[src/tdc_regs.vh]
// Purpose: constants for trigger delay acquisition control
// Assumes: Avalon-MM slave, 32-bit data, byte addresses
// Notes: included by tdc_trigger_ctrl.v
//
// How it works
// - Main trigger arms delay counter; it counts each word stored afterwards.
// - Main capture ends when delay count equals target; run stops, display.
// - D words after trigger; at most 256 minus D kept up to trigger.
// - Self-stop only when every triggered memory has triggered and reached delay.
// - Without timing extension every trigger execution raises trigger output.
// - Memory select 0 main, 1 timing; main only without extension.
// - Position code 0,1,2,3 loads 240,128,16,0 post-trigger words.
// - After capture halt select 0 lets target run, 1 asserts halt.
// - Qualification select 0 standard, 1 custom forms the state clock.
// - Trigger settings change only on explicit write, never by program edit.
// - Qualification choice applies even with no main trigger in program.
// - Program without trigger runs until operator start/stop request.
// - No main trigger means halt stays inactive when run stops.
// - Triggers while counting never restart count but still drive output.
// - No trigger: main only; timing only: timing; both: both acquire.
// - Post-trigger count fixed, pre-trigger count varies with prior stores.
// - Unstored trigger cycle marks last stored word, else first word.
// - Start/stop while running halts capture, ends run, enters display.
`ifndef TDC_REGS_VH
`define TDC_REGS_VH

// ----------------------------------------
// Register offsets
// ----------------------------------------
`define TDC_OFS_CTRL 6'h00
`define TDC_OFS_CFG 6'h04
`define TDC_OFS_STAT 6'h08
`define TDC_OFS_DCNT 6'h0C
`define TDC_OFS_MARK 6'h10

// ----------------------------------------
// Field positions
// ----------------------------------------
`define TDC_CTRL_START 0
`define TDC_CTRL_MAIN 1
`define TDC_CTRL_TIMING 2
`define TDC_CFG_POS_LO 0
`define TDC_CFG_HALT 2
`define TDC_CFG_QUAL 3
`define TDC_CFG_MEM 4

// ----------------------------------------
// Reset values
// ----------------------------------------
`define TDC_CFG_RST 5'h00
`define TDC_CTRL_RST 2'h0

// ----------------------------------------
// Post-trigger word counts
// ----------------------------------------
`define TDC_POST_BEFORE 8'hF0
`define TDC_POST_CENTER 8'h80
`define TDC_POST_AFTER 8'h10
`define TDC_POST_ZERO 8'h00
`define TDC_MEM_DEPTH 9'h100

`endif

[src/tdc_sync2.v]
// Purpose: two-flop synchroniser for pin inputs
// Assumes: one destination clock
// Notes: first stage read only by the second
`timescale 1ns/1ps
module tdc_sync2 #(
	parameter W = 1
) (
	// Clock and reset
	input wire i_clk,
	input wire i_nrst,
	// Data
	input wire [W-1:0] i_d,
	output wire [W-1:0] o_q
);

reg [W-1:0] meta_r;
reg [W-1:0] sync_r;

always @(posedge i_clk) begin
	if (!i_nrst) begin
		meta_r <= {W{1'b0}};
		sync_r <= {W{1'b0}};
	end else begin
		meta_r <= i_d;
		sync_r <= meta_r;
	end
end

assign o_q = sync_r;

endmodule

[src/tdc_trigger_ctrl.v]
// Purpose: trigger and post-trigger delay control of the capture memory
// Assumes: sequencer and timing unit on i_clk; target pins asynchronous
// Notes: capture memory is external; this block drives its write port
`timescale 1ns/1ps
`include "tdc_regs.vh"
module tdc_trigger_ctrl #(
	parameter DW = 30,
	parameter AW = 8,
	parameter TIMING_FITTED = 1'b0
) (
	// Clock and reset
	input wire i_clk,
	input wire i_nrst,
	// Avalon-MM slave
	input wire [5:0] i_address,
	input wire i_read,
	input wire i_write,
	input wire [31:0] i_writedata,
	input wire [3:0] i_byteenable,
	output wire o_waitrequest,
	output reg [31:0] o_readdata,
	// Target pins
	input wire i_tgt_clk_raw,
	input wire i_custom_qual,
	input wire [DW-1:0] i_tgt_data,
	output reg o_halt_tgt,
	// Program sequencer
	input wire i_trig_exec,
	input wire i_store_qual,
	input wire i_timing_done,
	// Capture memory and status
	output reg o_mem_we,
	output reg [AW-1:0] o_mem_addr,
	output reg [DW-1:0] o_mem_wdata,
	output wire o_main_acq_en,
	output wire o_timing_acq_en,
	output wire o_qual_sel,
	output reg o_ext_trig,
	output wire o_running
);

// ----------------------------------------
// Local functions
// ----------------------------------------
function [7:0] post_words;
	input [1:0] code;
	begin
		case (code)
			2'h0: post_words = `TDC_POST_BEFORE;
			2'h1: post_words = `TDC_POST_CENTER;
			2'h2: post_words = `TDC_POST_AFTER;
			2'h3: post_words = `TDC_POST_ZERO;
			default: post_words = `TDC_POST_ZERO;
		endcase
	end
endfunction

// ----------------------------------------
// Run states
// ----------------------------------------
localparam ST_DISPLAY = 1'b0;
localparam ST_RUN = 1'b1;

// ----------------------------------------
// Declarations
// ----------------------------------------
reg ack_r;
reg [4:0] cfg_r;
reg main_prog_r;
reg timing_prog_r;
reg state_r;
reg state_nxt;
reg armed_r;
reg [7:0] dcnt_r;
reg [AW-1:0] waddr_r;
reg [AW-1:0] mark_r;
reg [8:0] nstored_r;
reg clk_prev_r;
reg start_req;
wire [1:0] pin_sync;
wire [DW-1:0] data_sync;
wire clk_sync;
wire qual_sync;
wire state_clk;
wire store;
wire rd_go;
wire wr_go;
wire [7:0] target;
wire timing_eff;
wire main_trig;
wire main_done;
wire need_main;
wire need_timing;
wire all_done;
wire fitted;
reg [7:0] waddr_lane;
reg [7:0] mark_lane;

assign fitted = (TIMING_FITTED != 0);

// ----------------------------------------
// Pin synchronisers
// ----------------------------------------
tdc_sync2 #(
	.W(2)
) u_pin_sync (
	.i_clk(i_clk),
	.i_nrst(i_nrst),
	.i_d({i_custom_qual, i_tgt_clk_raw}),
	.o_q(pin_sync)
);

tdc_sync2 #(
	.W(DW)
) u_data_sync (
	.i_clk(i_clk),
	.i_nrst(i_nrst),
	.i_d(i_tgt_data),
	.o_q(data_sync)
);

assign clk_sync = pin_sync[0];
assign qual_sync = pin_sync[1];

// ----------------------------------------
// State clock qualification
// ----------------------------------------
// Edge taken from the synchronised copy, so target clock is limited
// to well under half of i_clk.
always @(posedge i_clk) begin
	if (!i_nrst) begin
		clk_prev_r <= 1'b0;
	end else begin
		clk_prev_r <= clk_sync;
	end
end

// Choice stays in force with or without a main trigger in the program
assign o_qual_sel = cfg_r[`TDC_CFG_QUAL];
assign state_clk = clk_sync & ~clk_prev_r & (~o_qual_sel | qual_sync);

// ----------------------------------------
// Avalon-MM slave
// ----------------------------------------
// One wait cycle on every access keeps read data registered.
assign o_waitrequest = (i_read | i_write) & ~ack_r;
assign rd_go = i_read & ~ack_r;
assign wr_go = i_write & ack_r;

// Pointers widened to their byte lanes so a narrower AW still reads back
always @* begin
	waddr_lane = 8'h00;
	mark_lane = 8'h00;
	waddr_lane[AW-1:0] = waddr_r;
	mark_lane[AW-1:0] = mark_r;
end

always @(posedge i_clk) begin
	if (!i_nrst) begin
		ack_r <= 1'b0;
	end else begin
		ack_r <= (i_read | i_write) & ~ack_r;
	end
end

always @(posedge i_clk) begin
	if (!i_nrst) begin
		o_readdata <= 32'h0000_0000;
	end else if (rd_go) begin
		case (i_address)
			`TDC_OFS_CTRL: begin
				o_readdata <= {29'h0000_0000, timing_prog_r, main_prog_r, 1'b0};
			end
			`TDC_OFS_CFG: begin
				o_readdata <= {27'h000_0000, cfg_r};
			end
			`TDC_OFS_STAT: begin
				o_readdata <= {25'h000_0000, fitted, o_ext_trig, o_halt_tgt,
					i_timing_done, main_done, armed_r, state_r};
			end
			`TDC_OFS_DCNT: begin
				o_readdata <= {8'h00, target, 8'h00, dcnt_r};
			end
			`TDC_OFS_MARK: begin
				o_readdata <= {7'h00, nstored_r, waddr_lane, mark_lane};
			end
			default: begin
				o_readdata <= 32'h0000_0000;
			end
		endcase
	end
end

// ----------------------------------------
// Control and trigger settings
// ----------------------------------------
// Settings only move on an explicit write; program edits leave them alone.
always @(posedge i_clk) begin
	if (!i_nrst) begin
		cfg_r <= `TDC_CFG_RST;
		main_prog_r <= 1'b0;
		timing_prog_r <= 1'b0;
	end else if (wr_go && i_byteenable[0]) begin
		if (i_address == `TDC_OFS_CFG) begin
			cfg_r <= i_writedata[4:0];
		end
		if (i_address == `TDC_OFS_CTRL) begin
			main_prog_r <= i_writedata[`TDC_CTRL_MAIN];
			timing_prog_r <= i_writedata[`TDC_CTRL_TIMING];
		end
	end
end

always @* begin
	start_req = wr_go && i_byteenable[0] && (i_address == `TDC_OFS_CTRL) &&
		i_writedata[`TDC_CTRL_START];
end

// ----------------------------------------
// Memory use and trigger routing
// ----------------------------------------
assign target = post_words(cfg_r[1:0]);
assign timing_eff = fitted & timing_prog_r;
assign o_main_acq_en = (state_r == ST_RUN) & (main_prog_r | ~timing_eff);
assign o_timing_acq_en = (state_r == ST_RUN) & timing_eff;
// Main target unless extension fitted and timing selected
assign main_trig = i_trig_exec & (state_r == ST_RUN) &
	~(fitted & cfg_r[`TDC_CFG_MEM]);
assign store = o_main_acq_en & state_clk & i_store_qual;

// ----------------------------------------
// Completion
// ----------------------------------------
assign main_done = armed_r & (dcnt_r == target);
assign need_main = main_prog_r;
assign need_timing = timing_eff;
// No trigger in the program: only the operator ends the run
assign all_done = (need_main | need_timing) &
	(~need_main | main_done) & (~need_timing | i_timing_done);

always @* begin
	state_nxt = state_r;
	case (state_r)
		ST_DISPLAY: begin
			if (start_req) begin
				state_nxt = ST_RUN;
			end
		end
		ST_RUN: begin
			if (start_req || all_done) begin
				state_nxt = ST_DISPLAY;
			end
		end
		default: begin
			state_nxt = ST_DISPLAY;
		end
	endcase
end

always @(posedge i_clk) begin
	if (!i_nrst) begin
		state_r <= ST_DISPLAY;
	end else begin
		state_r <= state_nxt;
	end
end

assign o_running = state_r;

// ----------------------------------------
// Delay counter and trigger mark
// ----------------------------------------
always @(posedge i_clk) begin
	if (!i_nrst) begin
		armed_r <= 1'b0;
		dcnt_r <= 8'h00;
		mark_r <= {AW{1'b0}};
	end else if (state_r == ST_DISPLAY && start_req) begin
		armed_r <= 1'b0;
		dcnt_r <= 8'h00;
		mark_r <= {AW{1'b0}};
	end else if (state_r == ST_RUN) begin
		if (main_trig && !armed_r) begin
			armed_r <= 1'b1;
			// Trigger word itself belongs to the pre-trigger part
			if (store) begin
				mark_r <= waddr_r;
			end else if (nstored_r != 9'h000) begin
				mark_r <= waddr_r - {{(AW-1){1'b0}}, 1'b1};
			end else begin
				mark_r <= {AW{1'b0}};
			end
		end else if (armed_r && store && !main_done) begin
			dcnt_r <= dcnt_r + 8'h01;
		end
	end
end

// ----------------------------------------
// Capture memory write port
// ----------------------------------------
// Circular 256-word memory: older pre-trigger words are overwritten,
// so at most 256 minus D stay up to the trigger word.
always @(posedge i_clk) begin
	if (!i_nrst) begin
		waddr_r <= {AW{1'b0}};
		nstored_r <= 9'h000;
		o_mem_we <= 1'b0;
		o_mem_addr <= {AW{1'b0}};
		o_mem_wdata <= {DW{1'b0}};
	end else begin
		o_mem_we <= 1'b0;
		if (state_r == ST_DISPLAY && start_req) begin
			waddr_r <= {AW{1'b0}};
			nstored_r <= 9'h000;
		end else if (store && !main_done) begin
			o_mem_we <= 1'b1;
			o_mem_addr <= waddr_r;
			o_mem_wdata <= data_sync;
			waddr_r <= waddr_r + {{(AW-1){1'b0}}, 1'b1};
			if (nstored_r != `TDC_MEM_DEPTH) begin
				nstored_r <= nstored_r + 9'h001;
			end
		end
	end
end

// ----------------------------------------
// Trigger output and target halt
// ----------------------------------------
// Trigger output holds high until the next program start.
always @(posedge i_clk) begin
	if (!i_nrst) begin
		o_ext_trig <= 1'b0;
	end else if (state_r == ST_DISPLAY && start_req) begin
		o_ext_trig <= 1'b0;
	end else if (!fitted && i_trig_exec && state_r == ST_RUN) begin
		o_ext_trig <= 1'b1;
	end
end

// Halt needs a main trigger present at the time the run ends
always @(posedge i_clk) begin
	if (!i_nrst) begin
		o_halt_tgt <= 1'b0;
	end else if (state_r == ST_DISPLAY && start_req) begin
		o_halt_tgt <= 1'b0;
	end else if (state_r == ST_RUN && state_nxt == ST_DISPLAY) begin
		o_halt_tgt <= main_prog_r & main_done & cfg_r[`TDC_CFG_HALT];
	end
end

endmodule

[config.mk]
export PLATFORM = sky130hd
export DESIGN_NAME = tdc_trigger_ctrl
export DESIGN_NICKNAME = d
export VERILOG_FILES = /design/src/tdc_sync2.v /design/src/tdc_trigger_ctrl.v
export VERILOG_INCLUDE_DIRS = /design/src /design/src/src
export SDC_FILE = /design/constraint.sdc
export NUM_CORES = 1
export LEC_CHECK = 0
export ABC_AREA = 1
export ABC_CLOCK_PERIOD_IN_PS = 3100
export CAP_MARGIN = 20
export CORE_MARGIN = 2
export CORE_UTILIZATION = 55
export CTS_CLUSTER_SIZE = 24
export DETAILED_ROUTE_END_ITERATION = 10
export DONT_BUFFER_PORTS = 1
export GPL_TIMING_DRIVEN = 0
export PLACE_DENSITY = 0.7
export SYNTH_ARGS = -nofsm -noshare
export SYNTH_HDL_FRONTEND = slang
export SYNTH_SLANG_ARGS = --single-unit
[constraint.sdc]
create_clock -name i_clk -period 3.1 [get_ports i_clk]
set_input_delay 0.465 -clock i_clk [delete_from_list [all_inputs] [get_ports i_clk]]
set_output_delay 0.465 -clock i_clk [all_outputs]
set_load 0.005 [all_outputs]
==> results.cfg, run 1 <==
[status]
status = finished, final reports clean

[setup_path]
rr_startpoint = nstored_r[0]
setup.worst_path.end = nstored_r[4]
cp-start-kind = flip-flop
path_buf_inv = 1
critical_path.endpoint_type = flip-flop
reg2reg_to = nstored_r[4]
crit_chain = inv_1 > ha_1 > nor3b_1 > nand3_1 > nand3_1 > nand2_1 > a21oi_1
path_common_cell = nand3_1
critPathKind = flip-flop to flip-flop
cp-startpoint = nstored_r[0]
cp.required_ns = 3.45
crit_arrival_ns = 2.28
cp.depth = 7
reg2regPathDepth = 7
crit_family = simple AND/OR/NAND/NOR gates
slowest_delay_ns = 0.42
crit_fanout = 10
rrSetupSlack_ns = 1.17
crit_path_top_delay_cell = nand3_1

[timing]
finalSetupViolCount = 0
relSlewSlack = 0.594
rsz0062_at_grt = no
fin_crit_ns = 1.93
tns_ns = 0
drv_slew = 0
worst_pin_slew_ns = 0.609
fin_crit_sh = 0.623
hold_violations = 0
maxClockFrequency_mhz = 518
finClkSkew_ns = 0.0111
fin_hold_ws_ns = 0.140

[finish]
synthToLayoutAreaGrowth_pct = 11.3
antenna_cells = 0
mostFrequentLayoutCell = nand2_1
drive_gt1_frac = 0.0729
fillers = 1116
multiInputGateArea_um2 = 2600
layout_common_cells = 217 x nand2_1, 174 x dfxtp_1, 119 x inv_1, 114 x nor2_1, 78 x o21ai_0
regArea_um2 = 3480
final_nets = 1020

[job]
cap_violations = 0

[power_and_ir_drop]
p_seq_frac = 0.519
p_switching_uw = 988
power.density_nw_per_um2 = 590
p_leak_nw = 3.48
clock_power_share = 0.450
power.ir.vdd_worst_mv = 0.421
pwr-share-comb = 0.031
netSwitchingFraction = 0.222
p_int_mw = 3.46

[hold_path]
min_path_type = primary input to flip-flop

[logic_synthesis]
synth_edf_count = 0
synth_adder_area_share = 0.0111
yosysWarnings = 0
synth_top_family_by_area = simple AND/OR/NAND/NOR gates
syn-cell-area_um2 = 6770
ys_ff_latch = 174
synthXorXnorAreaFrac = 0.0231
synthSimpleGateAreaFrac = 0.232
synth_seq_area_share = 0.514
synth.distinct_cells = 28
ys_top_cells_by_area = dfxtp_1 51%, nand2_1 12%, inv_1 6.6%
synth_compound_area_frac = 0.113
synth_top_area_share = 0.514
synth-main-ff-cell = dfxtp_1
async_flop_share = 0
syn_inst = 907
synth_largest_area_cell = dfxtp_1
synth_area_per_cell_um2 = 7.47
synthMuxAreaShare = 0

[drt]
drtIter0Drc = 291
wl_per_cell_um = 13.2
dr_total_vias = 5316
postRouteAntennaNets = 0
finalWirelength_mm = 14.5
drc = 0
viasPerCell = 4.86
drt_pass1_iterations = 5

[grt]
track_usage = 0.229
grt_pass1_wl_mm = 23.5
antenna_found_initial = 0
gr-total-overflow = 0
grt_max_degree = 17
grt_pass1_vias = 4773

[floorplanning]
core_um2 = 12000
dieArea_um2 = 13200
die_h_um = 115
start_util = 0.564
rows = 40
die_w_um = 115
io_pins = 159

[clock_tree]
htreeDepth = 4
cts_tree = yes
clockBufferDepth = 2
postCtsSetupBuffers = 0
clk_latency_ns = 0.42
numCtsBuffers = 17
cts_hold_buf = 0
cts_resized = 0
clkSinkCount = 174
path_clk_slew_ns = 0.06
cts_root_buffer = clkbuf_16

[place]
place.gp.congestion = 0.888
port_buffers = 0
dp_hpwl_mm = 10.6
[per-layer routing]
layer / vias to the layer above / track usage / part of all wire
met2: 134 / 0.372 / 0.48
met1: 2313 / 0.277 / 0.43
met5: - / 0 / 0
met4: 0 / 0.0771 / 0.013
li1: 2852 / - / -
met3: 17 / 0.0923 / 0.079
[cells by family after synthesis]
family                   count (synthesis)
buffers and inverters                  171
adder cells (fa/ha/maj)                  6
other                                    1
AND/OR/NAND/NOR                        387
AO/OA/AOI/OAI                          151
XOR/XNOR                                17
flip-flops                             174
[how the worst min path moves through the flow]
| stage | startpoint | to | slack, ns | cells past startpoint |
|---|---|---|---|---|
| 6_report | i_tgt_data[14] | u_data_sync.meta_r[14] | 0.14 | 2 |
| 5_1_grt | i_tgt_data[20] | u_data_sync.meta_r[20] | 0.12 | 2 |
| 4_1_cts | i_tgt_data[9] | u_data_sync.meta_r[9] | 0.12 | 2 |
| 3_5_place_dp | u_data_sync.meta_r[20] | u_data_sync.o_q[20] | 0.39 | 2 |
| 3_3_place_gp | u_data_sync.meta_r[14] | u_data_sync.o_q[14] | 0.39 | 2 |
| 2_1_floorplan | u_data_sync.meta_r[0] | u_data_sync.o_q[0] | 0.39 | 2 |
[cell type report]
cell class / instances / area share
multi-input combinational: 569 / 0.345
buffer: 48 / 0.0339
clock inverter: 13 / 0.0149
inverter: 123 / 0.0612
clock buffer: 19 / 0.0588
tap: 147 / 0.0244
sequential: 174 / 0.462
[state kept, by name, indices dropped and copies added, names as in the netlist, 8 cells and up]
signal / cells
dcnt_r: 8
u_data_sync.meta_r: 30
o_mem_wdata: 30
mark_lane: 8
o_readdata: 25
waddr_lane: 8
nstored_r: 9
o_mem_addr: 8
u_data_sync.o_q: 30
[cells in the mapped netlist, types with 2 or more instances]
master,n
nand2_1,217
nand4_1,7
buf_2,11
nor2_4,2
inv_2,4
buf_6,3
nand2_2,3
clkbuf_1,23
nand3_1,36
dfxtp_1,174
o22ai_1,4
a21oi_1,67
xor2_1,16
ha_1,6
buf_4,10
o21ai_0,78
inv_1,119
nor2_1,114
nor3_1,4
[power by group through the flow]
| stage | sequential [mW] | combinational (mW) | clock [mW] |
|---|---|---|---|
| global placement | 2.36 | 0.137 | 0 |
| floorplan | 2.35 | 0.105 | 0 |
| detailed placement | 2.36 | 0.139 | 0 |
| CTS | 2.31 | 0.140 | 2.03 |
| global route | 2.31 | 0.161 | 2.13 |
| finish | 2.31 | 0.138 | 2.00 |
[worst reg2reg max path: stages, from the launching register on]
cell	delay [ns]
dfxtp_1	0.35
inv_1	0.09
ha_1	0.13
nor3b_1	0.27
nand3_1	0.36
nand3_1	0.42
nand2_1	0.09
a21oi_1	0.16
[stage by stage]
stage	worst slack [ns]	instance area, um^2	power, mW	instances	util
detailed placement	0.991	6980	2.49	1061	0.581
global route	0.976	7540	4.60	1093	0.628
floorplan	1.47	6800	2.46	914	-
global placement	0.985	6980	2.49	1061	0.581
CTS	1.22	7540	4.48	1093	0.628
finish	1.17	7540	4.45	1093	0.628
Note: power is estimated with default switching activity, not from simulation.
==> inputs of run 2 (changes only) <==
--- a/config.mk
+++ b/config.mk
@@ -6,8 +6,8 @@
 export SDC_FILE = /design/constraint.sdc
 export NUM_CORES = 1
 export LEC_CHECK = 0
-export ABC_AREA = 1
-export ABC_CLOCK_PERIOD_IN_PS = 3100
+export ABC_AREA = 0
+export ABC_CLOCK_PERIOD_IN_PS = 1800
 export CAP_MARGIN = 20
 export CORE_MARGIN = 2
 export CORE_UTILIZATION = 55
==> constraint.sdc (replaced) <==
create_clock -name i_clk -period 1.8 [get_ports i_clk]
set_input_delay 0.27 -clock i_clk [delete_from_list [all_inputs] [get_ports i_clk]]
set_output_delay 0.27 -clock i_clk [all_outputs]
set_load 0.005 [all_outputs]
==> run 2 against run 1 <==
Compared with the run above: the flow now finishes with violations (negative setup slack); total power increased by 77%; core utilization increased by 13 points; critical path depth increased by 4; cell area increased by 16%; non-clock buffer count increased by 79; sequential share of layout area decreased by 5.9 points; wire length increased by 18%; first-iteration DRC count increased by 35%; highest routed layer unchanged; sequential power increased by 71%.
==> results.cfg, run 2 <==
[timing]
worst_pin_slew_ns = 0.749
final.setup.worst_slack_ns = -0.175
rsz0062_at_grt = yes
fin_crit_sh = 1.10
maxClockFrequency_mhz = 506
finClkSkew_ns = 0.0101
hold_violations = 0
drv_slew = 0
relSlewSlack = 0.501
finalSetupViolCount = 51
tns_ns = -5.12
fin_crit_ns = 1.98

[logic_synthesis]
synth_largest_area_cell = dfxtp_1
synthMuxAreaShare = 0.0234
synth.distinct_cells = 52
synth_adder_area_share = 0.0116
syn_inst = 726
ys_top_cells_by_area = dfxtp_1 54%, nand2_1 7.1%, and2_1 6.5%
synth_top_area_share = 0.538
synth_compound_area_frac = 0.122
syn-cell-area_um2 = 6480
synth_seq_area_share = 0.538
synth_area_per_cell_um2 = 8.93
synthXorXnorAreaFrac = 0.0203
synth_edf_count = 0
ys_ff_latch = 174
yosysMostFrequentCell = dfxtp_1
synth_top_family_by_area = simple AND/OR/NAND/NOR gates
async_flop_share = 0
yosysWarnings = 0
synthSimpleGateAreaFrac = 0.240
ys_top_cells_by_count = 174 x dfxtp_1, 122 x nand2_1, 71 x a21oi_1
synth-main-ff-cell = dfxtp_1

[drt]
wl_per_cell_um = 17.5
viasPerCell = 5.59
dr_total_vias = 5478
finalWirelength_mm = 17.1
drt_pass1_iterations = 7
drtIter0Drc = 394
postRouteAntennaNets = 0
drc = 0

[finish]
mostFrequentLayoutCell = dfxtp_1
synthToLayoutAreaGrowth_pct = 34.4
layout_common_cells = 162 x dfxtp_1, 77 x nand2_1, 67 x and2_1, 37 x dlygate4sd3_1
fin_cells = 980
antenna_cells = 0
drive_gt1_frac = 0.274
final_nets = 911

[hold_path]
min_path_type = primary input to flip-flop

[grt]
grt_util_met1 = 0.298
track_usage = 0.257
antenna_found_initial = 0
gr-total-overflow = 0
grt_pass1_wl_mm = 26.0
top_usage_layer = met2
grt_max_degree = 19
use_met2 = 0.434
grt_pass1_vias = 5269
use_met3 = 0.0810

[clock_tree]
htreeDepth = 4
cts_tree = yes
numCtsBuffers = 17
cts_root_buffer = clkbuf_16
clkSinkCount = 174
clk_latency_ns = 0.43
clockBufferDepth = 2
path_clk_slew_ns = 0.07

[place]
port_buffers = 0
place.gp.congestion = 0.909
pre_cts_slack_ns = -0.375
place_inst = 876
dp_hpwl_mm = 10.8

[power_and_ir_drop]
power.ir.vdd_worst_mv = 0.757
fin_total_pwr_mw = 7.87
power.density_nw_per_um2 = 904
p_leak_nw = 3.25

[floorplanning]
rows = 39
core_um2 = 11500
start_util = 0.565
io_pins = 159
die_h_um = 113
dieArea_um2 = 12700
die_w_um = 113

[status]
violations = negative setup slack
status = finished, violations left

[setup_path]
cp.required_ns = 2.16
cp-start-kind = flip-flop
crit_arrival_ns = 2.33
crit_fanout = 5
critical_path.endpoint_type = flip-flop
critPathKind = flip-flop to flip-flop

[job]
cap_violations = 0
run 2: report_power, final:
| part | total (mW) | switching (mW) | internal (mW) |
|---|---|---|---|
| clock network | 3.65 | 1.67 | 1.98 |
| registers | 3.94 | 0.0230 | 3.91 |
| logic | 0.290 | 0.159 | 0.132 |
| total | 7.87 | 1.85 | 6.02 |
run 2: routing by layer:
layer / wire, um / share of wire / vias up
li1: - / - / 2648
met1: 6580 / 0.38 / 2592
met2: 8850 / 0.52 / 210
met3: 1370 / 0.080 / 28
met4: 342 / 0.020 / 0
met5: 0 / 0 / -
run 2: cell type report:
type | instances | area, um^2
repair buffers | 72 | 753
inverters | 9 | 38.8
multi-input cells | 495 | 3280
plain buffers | 55 | 355
flip-flops and latches | 174 | 3510
fillers | 725 | 2760
clock buffers | 17 | 425
well taps | 143 | 179
clock inverters | 15 | 171
run 2: kinds of logic (layout without fill, tap and decap cells):
group,after synthesis,count (layout)
buffers and inverters,65,168
flip-flops,174,174
AND/OR/NAND/NOR,314,314
AO/OA/AOI/OAI,136,137
XOR/XNOR,15,15
multiplexers,15,15
adder cells (fa/ha/maj),6,6
other,1,8
run 2: through the flow:
| step | hold slack [ns] | util | instance area, um^2 |
|---|---|---|---|
| floorplan | 0.397 | - | 6560 |
| global placement | 0.398 | 0.587 | 6740 |
| detailed placement | 0.400 | 0.587 | 6740 |
| CTS | 0.0176 | 0.689 | 7900 |
| global route | 0.0483 | 0.760 | 8710 |
| finish | 0.0293 | 0.760 | 8710 |
run 2: final timing paths:
path,from,endpoint,slack [ns],depth (start not counted)
worst min-delay path,i_write,ack_r,0.03,2
worst max register to register,dcnt_r[1],o_mem_wdata[16],-0.18,11
worst max-delay path,dcnt_r[1],o_mem_wdata[16],-0.18,11
worst min register to register,u_data_sync.meta_r[10],u_data_sync.o_q[10],0.43,1
run 2: critical path, stage by stage, from the launching register on:
cell and delay, ns:
dfxtp_4 0.37, inv_4 0.04, ha_4 0.14, nor4bb_4 0.15
and3_4 0.21, buf_4 0.13, buf_6 0.12, a21oi_4 0.22
buf_6 0.18, clkbuf_16 0.15, nand2_1 0.05, a21oi_1 0.15
run 2: what timing repair did:
action / in CTS / in global routing
pin swaps: 8 / 51
gates cloned: 1 / 7
endpoints found under the setup margin: 76 / 88
gates resized for setup: 34 / 194
hold buffers: 37 / 0
hold endpoints to repair: 40 / 0
buffers inserted: 11 / 17
